--- config.mk ---
export PLATFORM = sky130hd
export DESIGN_NAME = daz_ctrl
export DESIGN_NICKNAME = d
export VERILOG_FILES = /design/src/hdl/daz_pkg.sv /design/src/hdl/daz_ctrl.sv
export VERILOG_INCLUDE_DIRS = /design/src /design/src/hdl
export SDC_FILE = /design/constraint.sdc
export NUM_CORES = 2
export LEC_CHECK = 0
export BUFFER_PORTS_ARGS = -buffer_cell sky130_fd_sc_hd__buf_4
export CAP_MARGIN = 0
export CELL_PAD_IN_SITES_DETAIL_PLACEMENT = 1
export CELL_PAD_IN_SITES_GLOBAL_PLACEMENT = 1
export CORE_ASPECT_RATIO = 1.5
export CORE_UTILIZATION = 50
export CTS_BUF_LIST = sky130_fd_sc_hd__clkbuf_16
export DETAILED_ROUTE_END_ITERATION = 8
export GPL_TIMING_DRIVEN = 0
export HOLD_SLACK_MARGIN = 0.02
export PLACE_DENSITY_LB_ADDON = 0.05
export SYNTH_ARGS = -nofsm -noshare
export SYNTH_HDL_FRONTEND = slang
export SYNTH_SLANG_ARGS = --single-unit
--- constraint.sdc ---
create_clock -name clk_sys_i -period 16.8 [get_ports clk_sys_i]
set_input_delay 1.68 -clock clk_sys_i [delete_from_list [all_inputs] [get_ports clk_sys_i]]
set_output_delay 1.68 -clock clk_sys_i [all_outputs]
set_load 0.01 [all_outputs]
--- src/hdl/daz_cfg.svh ---
// Register offsets, field positions, reset values and timing counts of the range/zero control
`ifndef DAZ_CFG_SVH
`define DAZ_CFG_SVH

// ****************************************
// Register byte offsets
// ****************************************
`define DAZ_ADR_CTRL 8'h00
`define DAZ_ADR_CMD 8'h04
`define DAZ_ADR_RANGE 8'h08
`define DAZ_ADR_ARMODE 8'h0C
`define DAZ_ADR_APER 8'h10
`define DAZ_ADR_COUNT 8'h14
`define DAZ_ADR_STATUS 8'h18
`define DAZ_ADR_FIDX 8'h1C
`define DAZ_ADR_FDATA 8'h20

// ****************************************
// Field positions
// ****************************************
`define DAZ_CTRL_FUNC_LSB 0
`define DAZ_CTRL_AZ_BIT 4
`define DAZ_CMD_INIT_BIT 0
`define DAZ_CMD_CONF_BIT 1
`define DAZ_CMD_MEAS_BIT 2
`define DAZ_CMD_AZ_BIT 3
`define DAZ_STAT_BUSY_BIT 0
`define DAZ_STAT_DONE_BIT 1
`define DAZ_STAT_ABORT_BIT 2
`define DAZ_STAT_NVRDY_BIT 3
`define DAZ_STAT_CNT_LSB 8
`define DAZ_STAT_RNG_LSB 16
`define DAZ_RANGE_RES_LSB 8

// ****************************************
// Reset values
// ****************************************
`define DAZ_RST_FUNC 3'h0
`define DAZ_RST_AZ 1'h0
`define DAZ_RST_RANGE 3'h0
`define DAZ_RST_COUNT 16'h0001

// ****************************************
// Timing and scaling
// ****************************************
`define DAZ_APERTURE_MS 200
`define DAZ_CLK_MHZ 100
`define DAZ_RANGE_BASE_MV 32'h0000001E
`define DAZ_RANGE_STEP 32'h0000000A
`define DAZ_FS_COUNTS 32'h000493E0
`define DAZ_LO_PERMIL 32'h00000064
`define DAZ_HYST_PERMIL 32'h00000005
`define DAZ_PERMIL 32'h000003E8
`define DAZ_RES_EXP0 8'hF9
`define DAZ_OVR_POS 32'h7FFFFFFF
`define DAZ_OVR_NEG 32'h80000001

`endif

--- src/hdl/daz_pkg.sv ---
// Types shared by the range/zero control and its converter port
package daz_pkg;

  // ****************************************
  // Modes and states
  // ****************************************
  typedef enum logic [1:0] {
    DAZ_AR_OFF = 2'h0,
    DAZ_AR_ON = 2'h1,
    DAZ_AR_ONCE = 2'h2
  } daz_ar_mode_t;

  typedef enum logic [3:0] {
    DAZ_ST_NVLOAD = 4'h0,
    DAZ_ST_NVWAIT = 4'h1,
    DAZ_ST_IDLE = 4'h2,
    DAZ_ST_SRCH_REQ = 4'h3,
    DAZ_ST_SRCH_WAIT = 4'h4,
    DAZ_ST_ZERO_REQ = 4'h5,
    DAZ_ST_ZERO_WAIT = 4'h6,
    DAZ_ST_MEAS_REQ = 4'h7,
    DAZ_ST_MEAS_WAIT = 4'h8
  } daz_state_t;

  // ****************************************
  // Converter carriers
  // ****************************************
  typedef struct packed {
    logic valid;
    logic abort;
    logic zero;
    logic [2:0] func;
    logic [2:0] range;
    logic [31:0] aperture;
  } daz_conv_req_t;

  typedef struct packed {
    logic done;
    logic [31:0] data;
  } daz_conv_res_t;

endpackage : daz_pkg

--- src/hdl/daz_ctrl.sv ---
// Autorange and autozero sequencing of the converter front end, with Wishbone registers
//
// Implementation choices: the register offsets and the Wishbone register port.
`include "daz_cfg.svh"

// Function
// - Autorange ONCE searches range once per start, before the first measurement.
// - Autorange ONCE keeps the found range for the rest of the acquisition.
// - Autorange ONCE stores a signed overrange marker for readings beyond range.
// - Autorange ON checks each reading, switches range and retakes when out of band.
// - Autorange ON lowers the ten percent threshold by half a percent after upranging.
// - Autorange OFF never changes range; measures on programmed range only.
// - Each function holds its own autorange mode.
// - After reset, calibration offsets load from nonvolatile memory and correct readings.
// - Autozero ONCE zeroes active function and range now; later readings use it.
// - Autozero ONCE during sampling aborts the acquisition.
// - Autozero ON zeroes before first reading and after range change; OFF never.
// - Range search finishes before the autozero on the found range.
// - One autozero mode covers all functions and ranges.
// - Autozero offsets live only in volatile storage, never written back.
// - A programmed range value selects the nearest range at or above it.
// - Reported resolution follows the range, keeping six significant digits.
// - Configure without range or resolution sets autorange and 200 ms aperture.
// - Initiate acquires with the active configuration; status shows completion.
// - Measure command configures then initiates; fetch is a buffer read.
module daz_ctrl #(
  parameter int NFUNC = 6,
  parameter int NRANGE = 5,
  parameter int BUF_DEPTH = 16,
  parameter int OW = $clog2(NFUNC * NRANGE),
  parameter logic [31:0] DEF_APERTURE_CYC = 32'(`DAZ_APERTURE_MS * 1000 * `DAZ_CLK_MHZ)
) (
  input wire logic clk_sys_i,
  input wire logic sys_rst_i,
  input wire logic ce_i,
  input wire logic wb_cyc_i,
  input wire logic wb_stb_i,
  input wire logic wb_we_i,
  input wire logic [7:0] wb_adr_i,
  input wire logic [3:0] wb_sel_i,
  input wire logic [31:0] wb_dat_i,
  output logic [31:0] wb_dat_o,
  output logic wb_ack_o,
  output daz_pkg::daz_conv_req_t conv_o,
  input wire daz_pkg::daz_conv_res_t conv_res_i,
  output logic nv_req_o,
  output logic [OW-1:0] nv_addr_o,
  input wire logic [31:0] nv_data_i,
  input wire logic nv_valid_i
);

  // ****************************************
  // Constants and helpers
  // ****************************************
  localparam int NOFS = NFUNC * NRANGE;
  localparam int BW = $clog2(BUF_DEPTH);
  localparam logic [31:0] FS = `DAZ_FS_COUNTS;
  localparam logic [31:0] LO_TH = FS * `DAZ_LO_PERMIL / `DAZ_PERMIL;
  localparam logic [31:0] HYST_TH = FS * (`DAZ_LO_PERMIL - `DAZ_HYST_PERMIL) / `DAZ_PERMIL;
  localparam logic [2:0] TOP_RANGE = 3'(NRANGE - 1);
  localparam logic [OW-1:0] LAST_OFS = OW'(NOFS - 1);

  function automatic logic [OW-1:0] ofs_idx(input logic [2:0] f, input logic [2:0] r);
    logic [7:0] t;
    t = 8'(f) * 8'(NRANGE) + 8'(r);
    return t[OW-1:0];
  endfunction : ofs_idx

  function automatic logic [2:0] nearest_range(input logic [31:0] req);
    logic [2:0] r;
    logic [31:0] fs;
    logic hit;
    r = TOP_RANGE;
    fs = `DAZ_RANGE_BASE_MV;
    hit = 1'b0;
    for (int i = 0; i < NRANGE; i++) begin
      if (!hit && fs >= req) begin
        r = 3'(i);
        hit = 1'b1;
      end
      fs = 32'(fs * `DAZ_RANGE_STEP);
    end
    return r;
  endfunction : nearest_range

  function automatic logic [31:0] merge(input logic [31:0] old, input logic [31:0] nw,
                                        input logic [3:0] sel);
    logic [31:0] m;
    m = old;
    for (int b = 0; b < 4; b++) begin
      if (sel[b]) begin
        m[b*8 +: 8] = nw[b*8 +: 8];
      end
    end
    return m;
  endfunction : merge

  // ****************************************
  // State
  // ****************************************
  daz_pkg::daz_state_t state;
  logic [2:0] func_sel;
  logic az_mode;
  logic [2:0] range_q [NFUNC];
  daz_pkg::daz_ar_mode_t ar_mode [NFUNC];
  logic [31:0] aper [NFUNC];
  logic [15:0] count_q [NFUNC];
  logic [31:0] cal_ofs [NOFS];
  logic [31:0] az_ofs [NOFS];
  logic [NOFS-1:0] az_vld;
  logic [31:0] buf_mem [BUF_DEPTH];
  logic [BW:0] buf_cnt;
  logic [BW-1:0] fetch_idx;
  logic [2:0] act_func;
  logic [2:0] act_range;
  logic [15:0] meas_left;
  logic [OW-1:0] ld_idx;
  logic hyst;
  logic zero_only;
  logic done_f;
  logic abort_f;
  logic nv_ready;

  // ****************************************
  // Bus decode
  // ****************************************
  logic wb_req;
  logic wb_wr;
  logic lane0_wr;
  logic cmd_init;
  logic cmd_conf;
  logic cmd_meas;
  logic cmd_az;
  logic cmd_start;
  logic busy;
  logic abort_now;
  logic [31:0] rd_mux;

  assign wb_req = wb_cyc_i & wb_stb_i & ~wb_ack_o;
  assign wb_wr = wb_req & wb_we_i;
  assign lane0_wr = wb_wr & wb_sel_i[0];
  assign cmd_init = lane0_wr && wb_adr_i == `DAZ_ADR_CMD && wb_dat_i[`DAZ_CMD_INIT_BIT];
  assign cmd_conf = lane0_wr && wb_adr_i == `DAZ_ADR_CMD && wb_dat_i[`DAZ_CMD_CONF_BIT];
  assign cmd_meas = lane0_wr && wb_adr_i == `DAZ_ADR_CMD && wb_dat_i[`DAZ_CMD_MEAS_BIT];
  assign cmd_az = lane0_wr && wb_adr_i == `DAZ_ADR_CMD && wb_dat_i[`DAZ_CMD_AZ_BIT];
  assign cmd_start = cmd_init | cmd_meas;
  assign busy = state != daz_pkg::DAZ_ST_IDLE;
  assign abort_now = cmd_az && busy && nv_ready;

  always_comb begin
    rd_mux = 32'h00000000;
    case (wb_adr_i)
      `DAZ_ADR_CTRL: begin
        rd_mux[`DAZ_CTRL_FUNC_LSB +: 3] = func_sel;
        rd_mux[`DAZ_CTRL_AZ_BIT] = az_mode;
      end
      `DAZ_ADR_RANGE: begin
        rd_mux[2:0] = range_q[func_sel];
        rd_mux[`DAZ_RANGE_RES_LSB +: 8] = 8'(`DAZ_RES_EXP0 + 8'(range_q[func_sel]));
      end
      `DAZ_ADR_ARMODE: rd_mux[1:0] = ar_mode[func_sel];
      `DAZ_ADR_APER: rd_mux = aper[func_sel];
      `DAZ_ADR_COUNT: rd_mux[15:0] = count_q[func_sel];
      `DAZ_ADR_STATUS: begin
        rd_mux[`DAZ_STAT_BUSY_BIT] = busy;
        rd_mux[`DAZ_STAT_DONE_BIT] = done_f;
        rd_mux[`DAZ_STAT_ABORT_BIT] = abort_f;
        rd_mux[`DAZ_STAT_NVRDY_BIT] = nv_ready;
        rd_mux[`DAZ_STAT_CNT_LSB +: BW+1] = buf_cnt;
        rd_mux[`DAZ_STAT_RNG_LSB +: 3] = act_range;
      end
      `DAZ_ADR_FIDX: rd_mux[BW-1:0] = fetch_idx;
      `DAZ_ADR_FDATA: rd_mux = buf_mem[fetch_idx];
      default: rd_mux = 32'h00000000;
    endcase
  end

  always_ff @(posedge clk_sys_i) begin
    if (sys_rst_i) begin
      wb_ack_o <= 1'b0;
      wb_dat_o <= 32'h00000000;
    end else if (ce_i) begin
      wb_ack_o <= wb_req;
      if (wb_req && !wb_we_i) begin
        wb_dat_o <= rd_mux;
      end
    end
  end

  // ****************************************
  // Configuration registers
  // ****************************************
  always_ff @(posedge clk_sys_i) begin
    if (sys_rst_i) begin
      func_sel <= `DAZ_RST_FUNC;
      az_mode <= `DAZ_RST_AZ;
      fetch_idx <= '0;
    end else if (ce_i) begin
      if (lane0_wr && wb_adr_i == `DAZ_ADR_CTRL) begin
        func_sel <= wb_dat_i[`DAZ_CTRL_FUNC_LSB +: 3];
        az_mode <= wb_dat_i[`DAZ_CTRL_AZ_BIT];
      end
      if (lane0_wr && wb_adr_i == `DAZ_ADR_FIDX) begin
        fetch_idx <= wb_dat_i[BW-1:0];
      end
    end
  end

  // Per-function table; a configure command without arguments restores autorange defaults
  always_ff @(posedge clk_sys_i) begin
    if (sys_rst_i) begin
      for (int f = 0; f < NFUNC; f++) begin
        ar_mode[f] <= daz_pkg::DAZ_AR_ON;
        aper[f] <= DEF_APERTURE_CYC;
        count_q[f] <= `DAZ_RST_COUNT;
      end
    end else if (ce_i) begin
      if (cmd_conf || cmd_meas) begin
        ar_mode[func_sel] <= daz_pkg::DAZ_AR_ON;
        aper[func_sel] <= DEF_APERTURE_CYC;
      end else begin
        if (lane0_wr && wb_adr_i == `DAZ_ADR_ARMODE) begin
          ar_mode[func_sel] <= daz_pkg::daz_ar_mode_t'(wb_dat_i[1:0]);
        end
        if (wb_wr && wb_adr_i == `DAZ_ADR_APER) begin
          aper[func_sel] <= merge(aper[func_sel], wb_dat_i, wb_sel_i);
        end
        if (wb_wr && wb_adr_i == `DAZ_ADR_COUNT && wb_sel_i[1:0] == 2'h3) begin
          count_q[func_sel] <= wb_dat_i[15:0];
        end
      end
    end
  end

  // ****************************************
  // Reading evaluation
  // ****************************************
  logic [OW-1:0] cur_idx;
  logic [31:0] cur_ofs;
  logic [31:0] corr;
  logic [31:0] mag;
  logic over;
  logic under;
  logic srch_done;
  logic meas_done;
  logic zero_done;
  logic rng_up;
  logic rng_dn;
  logic store_en;
  logic [31:0] store_val;

  always_comb begin
    cur_idx = ofs_idx(act_func, act_range);
    cur_ofs = az_vld[cur_idx] ? az_ofs[cur_idx] : cal_ofs[cur_idx];
    corr = conv_res_i.data - cur_ofs;
    mag = corr[31] ? 32'(-corr) : corr;
    over = mag > FS;
    under = mag < (hyst ? HYST_TH : LO_TH);
    srch_done = state == daz_pkg::DAZ_ST_SRCH_WAIT && conv_res_i.done && !cmd_az;
    meas_done = state == daz_pkg::DAZ_ST_MEAS_WAIT && conv_res_i.done && !cmd_az;
    zero_done = state == daz_pkg::DAZ_ST_ZERO_WAIT && conv_res_i.done && !cmd_az;
    // Only ON mode moves the range after the search; ONCE and OFF stay put
    rng_up = (srch_done || (meas_done && ar_mode[act_func] == daz_pkg::DAZ_AR_ON))
             && over && act_range < TOP_RANGE;
    rng_dn = (srch_done || (meas_done && ar_mode[act_func] == daz_pkg::DAZ_AR_ON))
             && under && !over && act_range != 3'h0;
    store_en = meas_done && !rng_up && !rng_dn;
    store_val = over ? (corr[31] ? `DAZ_OVR_NEG : `DAZ_OVR_POS) : corr;
  end

  // ****************************************
  // Sequencer
  // ****************************************
  always_ff @(posedge clk_sys_i) begin
    if (sys_rst_i) begin
      state <= daz_pkg::DAZ_ST_NVLOAD;
      ld_idx <= '0;
      nv_req_o <= 1'b0;
      nv_addr_o <= '0;
      nv_ready <= 1'b0;
      act_func <= 3'h0;
      act_range <= 3'h0;
      meas_left <= 16'h0000;
      buf_cnt <= '0;
      hyst <= 1'b0;
      zero_only <= 1'b0;
      done_f <= 1'b0;
      abort_f <= 1'b0;
    end else if (ce_i) begin
      nv_req_o <= 1'b0;
      if (rng_up) begin
        act_range <= act_range + 3'h1;
        hyst <= 1'b1;
      end else if (rng_dn) begin
        act_range <= act_range - 3'h1;
        hyst <= 1'b0;
      end
      if (store_en && buf_cnt < (BW+1)'(BUF_DEPTH)) begin
        buf_cnt <= buf_cnt + (BW+1)'(1);
      end
      if (abort_now) begin
        abort_f <= 1'b1;
        zero_only <= 1'b1;
        state <= daz_pkg::DAZ_ST_ZERO_REQ;
      end else begin
        case (state)
          daz_pkg::DAZ_ST_NVLOAD: begin
            nv_req_o <= 1'b1;
            nv_addr_o <= ld_idx;
            state <= daz_pkg::DAZ_ST_NVWAIT;
          end
          daz_pkg::DAZ_ST_NVWAIT: begin
            if (nv_valid_i) begin
              if (ld_idx == LAST_OFS) begin
                nv_ready <= 1'b1;
                state <= daz_pkg::DAZ_ST_IDLE;
              end else begin
                ld_idx <= ld_idx + OW'(1);
                state <= daz_pkg::DAZ_ST_NVLOAD;
              end
            end
          end
          daz_pkg::DAZ_ST_IDLE: begin
            act_func <= func_sel;
            act_range <= range_q[func_sel];
            if (cmd_az) begin
              zero_only <= 1'b1;
              state <= daz_pkg::DAZ_ST_ZERO_REQ;
            end else if (cmd_start) begin
              zero_only <= 1'b0;
              done_f <= 1'b0;
              abort_f <= 1'b0;
              buf_cnt <= '0;
              meas_left <= count_q[func_sel] == 16'h0000 ? 16'h0001 : count_q[func_sel];
              if (cmd_meas || ar_mode[func_sel] != daz_pkg::DAZ_AR_OFF) begin
                state <= daz_pkg::DAZ_ST_SRCH_REQ;
              end else if (az_mode) begin
                state <= daz_pkg::DAZ_ST_ZERO_REQ;
              end else begin
                state <= daz_pkg::DAZ_ST_MEAS_REQ;
              end
            end
          end
          daz_pkg::DAZ_ST_SRCH_REQ: state <= daz_pkg::DAZ_ST_SRCH_WAIT;
          daz_pkg::DAZ_ST_SRCH_WAIT: begin
            if (srch_done) begin
              if (rng_up || rng_dn) begin
                state <= daz_pkg::DAZ_ST_SRCH_REQ;
              end else if (az_mode) begin
                state <= daz_pkg::DAZ_ST_ZERO_REQ;
              end else begin
                state <= daz_pkg::DAZ_ST_MEAS_REQ;
              end
            end
          end
          daz_pkg::DAZ_ST_ZERO_REQ: state <= daz_pkg::DAZ_ST_ZERO_WAIT;
          daz_pkg::DAZ_ST_ZERO_WAIT: begin
            if (zero_done) begin
              state <= zero_only ? daz_pkg::DAZ_ST_IDLE : daz_pkg::DAZ_ST_MEAS_REQ;
            end
          end
          daz_pkg::DAZ_ST_MEAS_REQ: state <= daz_pkg::DAZ_ST_MEAS_WAIT;
          daz_pkg::DAZ_ST_MEAS_WAIT: begin
            if (meas_done) begin
              if (rng_up || rng_dn) begin
                state <= az_mode ? daz_pkg::DAZ_ST_ZERO_REQ : daz_pkg::DAZ_ST_MEAS_REQ;
              end else if (meas_left == 16'h0001) begin
                done_f <= 1'b1;
                state <= daz_pkg::DAZ_ST_IDLE;
              end else begin
                meas_left <= meas_left - 16'h0001;
                state <= daz_pkg::DAZ_ST_MEAS_REQ;
              end
            end
          end
          default: state <= daz_pkg::DAZ_ST_IDLE;
        endcase
      end
    end
  end

  // ****************************************
  // Range table: hardware moves win over software writes
  // ****************************************
  always_ff @(posedge clk_sys_i) begin
    if (sys_rst_i) begin
      for (int f = 0; f < NFUNC; f++) begin
        range_q[f] <= `DAZ_RST_RANGE;
      end
    end else if (ce_i) begin
      if (rng_up) begin
        range_q[act_func] <= act_range + 3'h1;
      end else if (rng_dn) begin
        range_q[act_func] <= act_range - 3'h1;
      end else if (lane0_wr && wb_adr_i == `DAZ_ADR_RANGE) begin
        range_q[func_sel] <= nearest_range(wb_dat_i);
      end
    end
  end

  // ****************************************
  // Offset and result stores
  // ****************************************
  // Calibration offsets have no reset: they are refilled from memory after every reset
  always_ff @(posedge clk_sys_i) begin
    if (ce_i && state == daz_pkg::DAZ_ST_NVWAIT && nv_valid_i) begin
      cal_ofs[ld_idx] <= nv_data_i;
    end
  end

  // Volatile only: there is no path from here to the memory port
  always_ff @(posedge clk_sys_i) begin
    if (sys_rst_i) begin
      az_vld <= '0;
    end else if (ce_i && zero_done) begin
      az_ofs[cur_idx] <= conv_res_i.data;
      az_vld[cur_idx] <= 1'b1;
    end
  end

  always_ff @(posedge clk_sys_i) begin
    if (ce_i && store_en && buf_cnt < (BW+1)'(BUF_DEPTH)) begin
      buf_mem[buf_cnt[BW-1:0]] <= store_val;
    end
  end

  // ****************************************
  // Converter request
  // ****************************************
  always_ff @(posedge clk_sys_i) begin
    if (sys_rst_i) begin
      conv_o <= '0;
    end else if (ce_i) begin
      conv_o.valid <= state == daz_pkg::DAZ_ST_SRCH_REQ || state == daz_pkg::DAZ_ST_ZERO_REQ
                      || state == daz_pkg::DAZ_ST_MEAS_REQ;
      conv_o.abort <= abort_now;
      conv_o.zero <= state == daz_pkg::DAZ_ST_ZERO_REQ;
      conv_o.func <= act_func;
      conv_o.range <= act_range;
      conv_o.aperture <= aper[act_func];
    end
  end

endmodule : daz_ctrl

==> flow_summary.html <==
<table>
<tr><th>Metric</th><th>Value</th></tr>
<tr><th colspan="2">Layout</th></tr>
<tr><td>Area Growth Syn to Fin</td><td>14.9%</td></tr>
<tr><td>Number of fill cells</td><td>22000</td></tr>
<tr><td>Share of cells above drive strength 1</td><td>0.231</td></tr>
<tr><td>Footprint of the flip-flops and latches</td><td>89100 um2</td></tr>
<tr><td>Net count of the finished layout</td><td>7828</td></tr>
<tr><td>Final cell count without fillers</td><td>11200</td></tr>
<tr><td>Area of combinational cells with multiple inputs</td><td>34000 um2</td></tr>
<tr><th colspan="2">Worst setup path</th></tr>
<tr><td>Endpoint of the worst-slack reg-to-reg timing path</td><td>buf_mem[1][8]</td></tr>
<tr><td>Critical Path End Type</td><td>flop</td></tr>
<tr><td>Logic depth of the worst register-to-register path</td><td>39</td></tr>
<tr><td>Critical Path Slowest Stage Cell</td><td>sky130_fd_sc_hd__clkdlybuf4s15_1</td></tr>
<tr><td>Startpoint Class</td><td>flop</td></tr>
<tr><td>Required time reported for the critical path endpoint</td><td>17.38 ns</td></tr>
<tr><td>Minimum setup slack among reg-to-reg paths</td><td>0.31 ns</td></tr>
<tr><td>Arrival time worst endpoint</td><td>17.07 ns</td></tr>
<tr><td>Maximum single-stage delay on the critical path</td><td>0.98 ns</td></tr>
<tr><td>Library cell appearing most often on the critical path</td><td>sky130_fd_sc_hd__clkbuf_1</td></tr>
<tr><td>Crit Reg-Reg Startpoint</td><td>act_range[1]</td></tr>
<tr><td>WS Path Type</td><td>flop to flop</td></tr>
<tr><td>Biggest fanout along the worst timing path</td><td>11</td></tr>
<tr><th colspan="2">Yosys</th></tr>
<tr><td>Fraction of the yosys area taken by sequential cells</td><td>0.716</td></tr>
<tr><td>Leading area contributor after synthesis</td><td>sky130_fd_sc_hd__edfxtp_1</td></tr>
<tr><td>Area share of the leading cell type in the synthesized netlist</td><td>0.689</td></tr>
<tr><td>Share of flip-flops with an asynchronous set or reset</td><td>0</td></tr>
<tr><td>Top cells by area, synth</td><td>sky130_fd_sc_hd__edfxtp_1 69%, sky130_fd_sc_hd__mux4_2 14%, sky130_fd_sc_hd__dfxtp_1 2.7%</td></tr>
<tr><td>Syn_nets</td><td>7173</td></tr>
<tr><td>Post-synthesis instance area</td><td>124000 um2</td></tr>
<tr><td>Number of synthesized register bits</td><td>3025</td></tr>
<tr><td>Post-synth top flop</td><td>sky130_fd_sc_hd__edfxtp_1</td></tr>
<tr><td>Warnings from Yosys</td><td>0</td></tr>
<tr><td>Syn avg cell area</td><td>17.8 um2</td></tr>
<tr><td>Number of cells produced by synthesis</td><td>6995</td></tr>
<tr><td>Unique masters post-synth</td><td>95</td></tr>
<tr><td>Number of enable flip-flop cells after synthesis</td><td>2856</td></tr>
<tr><th colspan="2">Clock tree</th></tr>
<tr><td>Number of sinks on the clock net</td><td>3025</td></tr>
<tr><td>Number of buffers between clock root and the deepest sink</td><td>4</td></tr>
<tr><td>Clk pin slew, worst setup/hold paths</td><td>0.06 ns</td></tr>
<tr><td>H-tree lvl count</td><td>5</td></tr>
<tr><td>TritonCTS clock tree</td><td>yes</td></tr>
<tr><td>Number of CTS-inserted buffers</td><td>293</td></tr>
<tr><td>Post-CTS setup buffers</td><td>0</td></tr>
<tr><td>Worst-skew pair later-pin latency</td><td>0.91 ns</td></tr>
<tr><td>Buffer type at the clock tree root</td><td>sky130_fd_sc_hd__clkbuf_16</td></tr>
<tr><th colspan="2">Detailed routing</th></tr>
<tr><td>Routed wire length</td><td>478000 um</td></tr>
<tr><td>Total DRC errors in the routed layout</td><td>0</td></tr>
<tr><td>Drt first-iter violations</td><td>9712</td></tr>
<tr><td>Pre-antenna DRT Iters</td><td>6</td></tr>
<tr><td>Residual antenna-violating net count after detailed routing</td><td>0</td></tr>
<tr><td>Vias</td><td>76100</td></tr>
<tr><td>Detail-routed net length per standard cell</td><td>42.8 um</td></tr>
<tr><td>Number of vias per cell</td><td>6.82</td></tr>
<tr><th colspan="2">Die</th></tr>
<tr><td>Std-Cell Core Area</td><td>248000 um2</td></tr>
<tr><td>Effective utilization at floorplan</td><td>0.502</td></tr>
<tr><td>Die Span X</td><td>409 um</td></tr>
<tr><td>Die H</td><td>613 um</td></tr>
<tr><td>Die area</td><td>251000 um2</td></tr>
<tr><td>Number of standard-cell rows in the floorplan</td><td>224</td></tr>
<tr><td>Count of pins on the block boundary</td><td>196</td></tr>
<tr><th colspan="2">Timing</th></tr>
<tr><td>Transition at the pin with the smallest max-transition slack</td><td>1.65 ns</td></tr>
<tr><td>Fin Hold WS</td><td>0.449 ns</td></tr>
<tr><td>Portion of the clock cycle consumed by the worst path in the final layout</td><td>0.982</td></tr>
<tr><td>Worst clock skew on the final layout</td><td>0.0512 ns</td></tr>
<tr><td>Final critical delay including setup and external delays</td><td>16.49 ns</td></tr>
<tr><td>Setup violations, final</td><td>0</td></tr>
<tr><td>Fin. Hold Viols</td><td>0</td></tr>
<tr><td>Achievable frequency</td><td>60.6 MHz</td></tr>
<tr><td>Max-slew headroom at the worst pin</td><td>-0.101</td></tr>
<tr><td>Number of pins with negative max-slew slack in the final report</td><td>90</td></tr>
<tr><th colspan="2">Placement</th></tr>
<tr><td>Input/output buffers</td><td>191</td></tr>
<tr><td>Number of placed cells counting well taps</td><td>10600</td></tr>
<tr><td>Weighted congestion reported at the end of routability-driven placement</td><td>0.985</td></tr>
<tr><td>Detail Placement HPWL</td><td>331000 um</td></tr>
<tr><th colspan="2">Job</th></tr>
<tr><td>Number of max-cap violations</td><td>12</td></tr>
<tr><th colspan="2">Global routing</th></tr>
<tr><td>Overall routing resource usage</td><td>0.381</td></tr>
<tr><td>Via count of the first global-routing pass</td><td>78000</td></tr>
<tr><td>Remaining global-route overflow</td><td>0</td></tr>
<tr><td>Largest net degree at the start of global routing</td><td>33</td></tr>
<tr><td>Wire length of the first global-routing pass</td><td>645000 um</td></tr>
<tr><td>Number of antenna violations at the first check in global routing</td><td>33</td></tr>
<tr><th colspan="2">Hold path</th></tr>
<tr><td>Hold wc startpoint</td><td>az_vld[19]</td></tr>
<tr><td>Tightest Hold Check Type</td><td>flop to flop</td></tr>
<tr><td>Hold EP</td><td>az_vld[19]</td></tr>
<tr><td>Number of cells on the worst hold path</td><td>1</td></tr>
<tr><th colspan="2">Status</th></tr>
<tr><td>Result of the run</td><td>finished, violations left</td></tr>
<tr><td>Violated checks</td><td>capacitance limit, slew limit</td></tr>
<tr><th colspan="2">Power</th></tr>
<tr><td>Overall power</td><td>16500 uW</td></tr>
<tr><td>VDD IR max</td><td>0.128 mV</td></tr>
<tr><td>Ratio of total power to cell area</td><td>115 nW/um2</td></tr>
<tr><td>Leakage dissipation</td><td>0.0449 uW</td></tr>
</table>
==> cells in the mapped netlist, types with 7 or more instances <==
library cell                   n
sky130_fd_sc_hd__edfxtp_1   2856
sky130_fd_sc_hd__mux4_2      770
sky130_fd_sc_hd__nor2_1      521
sky130_fd_sc_hd__nand2_1     463
sky130_fd_sc_hd__clkbuf_1    325
sky130_fd_sc_hd__a21oi_1     192
sky130_fd_sc_hd__mux2i_1     186
sky130_fd_sc_hd__o21ai_0     173
sky130_fd_sc_hd__dfxtp_1     169
sky130_fd_sc_hd__nor3_1      106
sky130_fd_sc_hd__buf_1       102
sky130_fd_sc_hd__nand3_1     102
sky130_fd_sc_hd__inv_1        86
sky130_fd_sc_hd__a211oi_1     70
sky130_fd_sc_hd__ha_1         60
sky130_fd_sc_hd__a21o_1       54
sky130_fd_sc_hd__mux2_2       52
sky130_fd_sc_hd__o211ai_1     51
sky130_fd_sc_hd__a221oi_1     44
sky130_fd_sc_hd__nand2b_1     44
sky130_fd_sc_hd__a31oi_1      42
sky130_fd_sc_hd__nor2b_1      40
sky130_fd_sc_hd__nand4_1      33
sky130_fd_sc_hd__xnor2_1      31
sky130_fd_sc_hd__nor4_1       30
sky130_fd_sc_hd__o22ai_1      30
sky130_fd_sc_hd__and3_1       23
sky130_fd_sc_hd__o221ai_1     21
sky130_fd_sc_hd__and2_1       19
sky130_fd_sc_hd__or3_1        19
sky130_fd_sc_hd__xor2_1       19
sky130_fd_sc_hd__a2111oi_0    15
sky130_fd_sc_hd__or2_2        15
sky130_fd_sc_hd__a22oi_1      14
sky130_fd_sc_hd__a311oi_1     14
sky130_fd_sc_hd__nand3b_1     12
sky130_fd_sc_hd__o21a_1       12
sky130_fd_sc_hd__o311ai_0     12
sky130_fd_sc_hd__buf_2        11
sky130_fd_sc_hd__o211a_1      11
sky130_fd_sc_hd__o31ai_1      11
sky130_fd_sc_hd__nor3b_1       8
sky130_fd_sc_hd__o2111ai_1     7
==> power breakdown <==
part,leakage (uW),switching [uW],internal [uW]
sequential,0.0273,22.7,8430
clock,0.00471,2930,3590
combinational,0.0129,1050,426
total,0.0449,4000,12400
==> flip-flops by register name (all words and copies together), names as in the netlist, 5 cells and up, named ones only <==
name,cells
cal_ofs,960
ar_mode,16
count_q,128
az_ofs,960
meas_left,16
ld_idx,5
buf_cnt,5
nv_addr_o,5
range_q,24
buf_mem,512
aper,256
az_vld,30
wb_dat_o,32
conv_o,41
==> critical path, delay by kind of cell, from the launching register on <==
family / cells / cell delay (ns)
buf+inv: 15 / 7.53
flops: 1 / 0.71
simple gates: 8 / 2.28
xor+xnor: 2 / 0.55
compound gates: 9 / 3.09
fa+ha+maj: 5 / 1.91
==> cells in the final DEF (no fill, tap or decap), drive strengths merged, types with 13 or more instances in the layout <==
cell type  netlist  routed
edfxtp        2856    2856
mux4           770     770
clkbuf         326     628
nor2           521     521
buf            116     467
nand2          464     464
a21oi          192     192
mux2i          186     186
o21ai          174     174
dfxtp          169     169
inv             87     162
nor3           107     107
clkinv           1     107
nand3          102     102
a211oi          72      72
ha              60      60
a21o            54      54
mux2            53      53
o211ai          51      51
a221oi          44      44
nand2b          44      44
a31oi           43      43
nor2b           40      40
nand4           34      34
nor4            33      33
xnor2           31      31
o22ai           31      31
and3            23      23
bufinv           0      23
diode            0      21
o221ai          21      21
and2            20      20
xor2            20      20
or3             19      19
or2             17      17
a2111oi         16      16
a22oi           14      14
a311oi          14      14
o311ai          13      13
==> metrics by stage <==
stage	util	setup WS [ns]	TNS [ns]	cell area, um2
final	0.577	0.306	0	143000
after global routing	0.577	-0.0146	-0.0595	143000
after CTS	0.576	0.0109	0	143000
after detailed placement	0.540	-0.715	-140.19	134000
after global placement	0.525	-6.38	-2979.14	130000
after floorplan	-	4.58	0	124000
==> worst max-delay path by stage <==
stage	cells after the start	end	start	slack (ns)
floorplan	38	buf_mem[0][0]	act_range[0]	4.58
global placement	38	buf_mem[3][16]	act_range[0]	-6.38
detailed placement	40	buf_mem[1][17]	act_range[0]	-0.72
CTS	41	buf_mem[1][8]	act_range[0]	0.01
global route	39	buf_mem[1][8]	act_range[1]	-0.01
finish	39	buf_mem[1][8]	act_range[1]	0.31
==> final cells by class <==
cell class,instances,area share
flip-flops and latches,3025,0.623
multi-input cells,3440,0.238
clock buffers,299,0.0523
repair buffers,361,0.0316
well taps,3277,0.0287
plain buffers,441,0.0127
clock inverters,211,0.0112
inverters,88,0.00231
diodes,21,0.000367
==> cells by family after synthesis <==
logic type      count (synthesis)  share of synthesized area
compound gates                850                     0.0457
xor+xnor                       51                    0.00365
fa+ha+maj                      62                    0.00635
buf+inv                       530                     0.0162
flops                        3025                      0.716
mux                          1009                      0.159
simple gates                 1468                     0.0530
==> per-layer routing <==
layer / routed length [um] / GRT usage
met4: 47700 / 0.316
met2: 233000 / 0.628
met3: 43800 / 0.0845
met5: 183 / 0
met1: 153000 / 0.422
==> what timing repair did <==
item	CTS	global route
gates resized for setup	4	15
setup endpoints to repair	521	427
hold buffers	0	0
(Power assumes the default switching activity.)
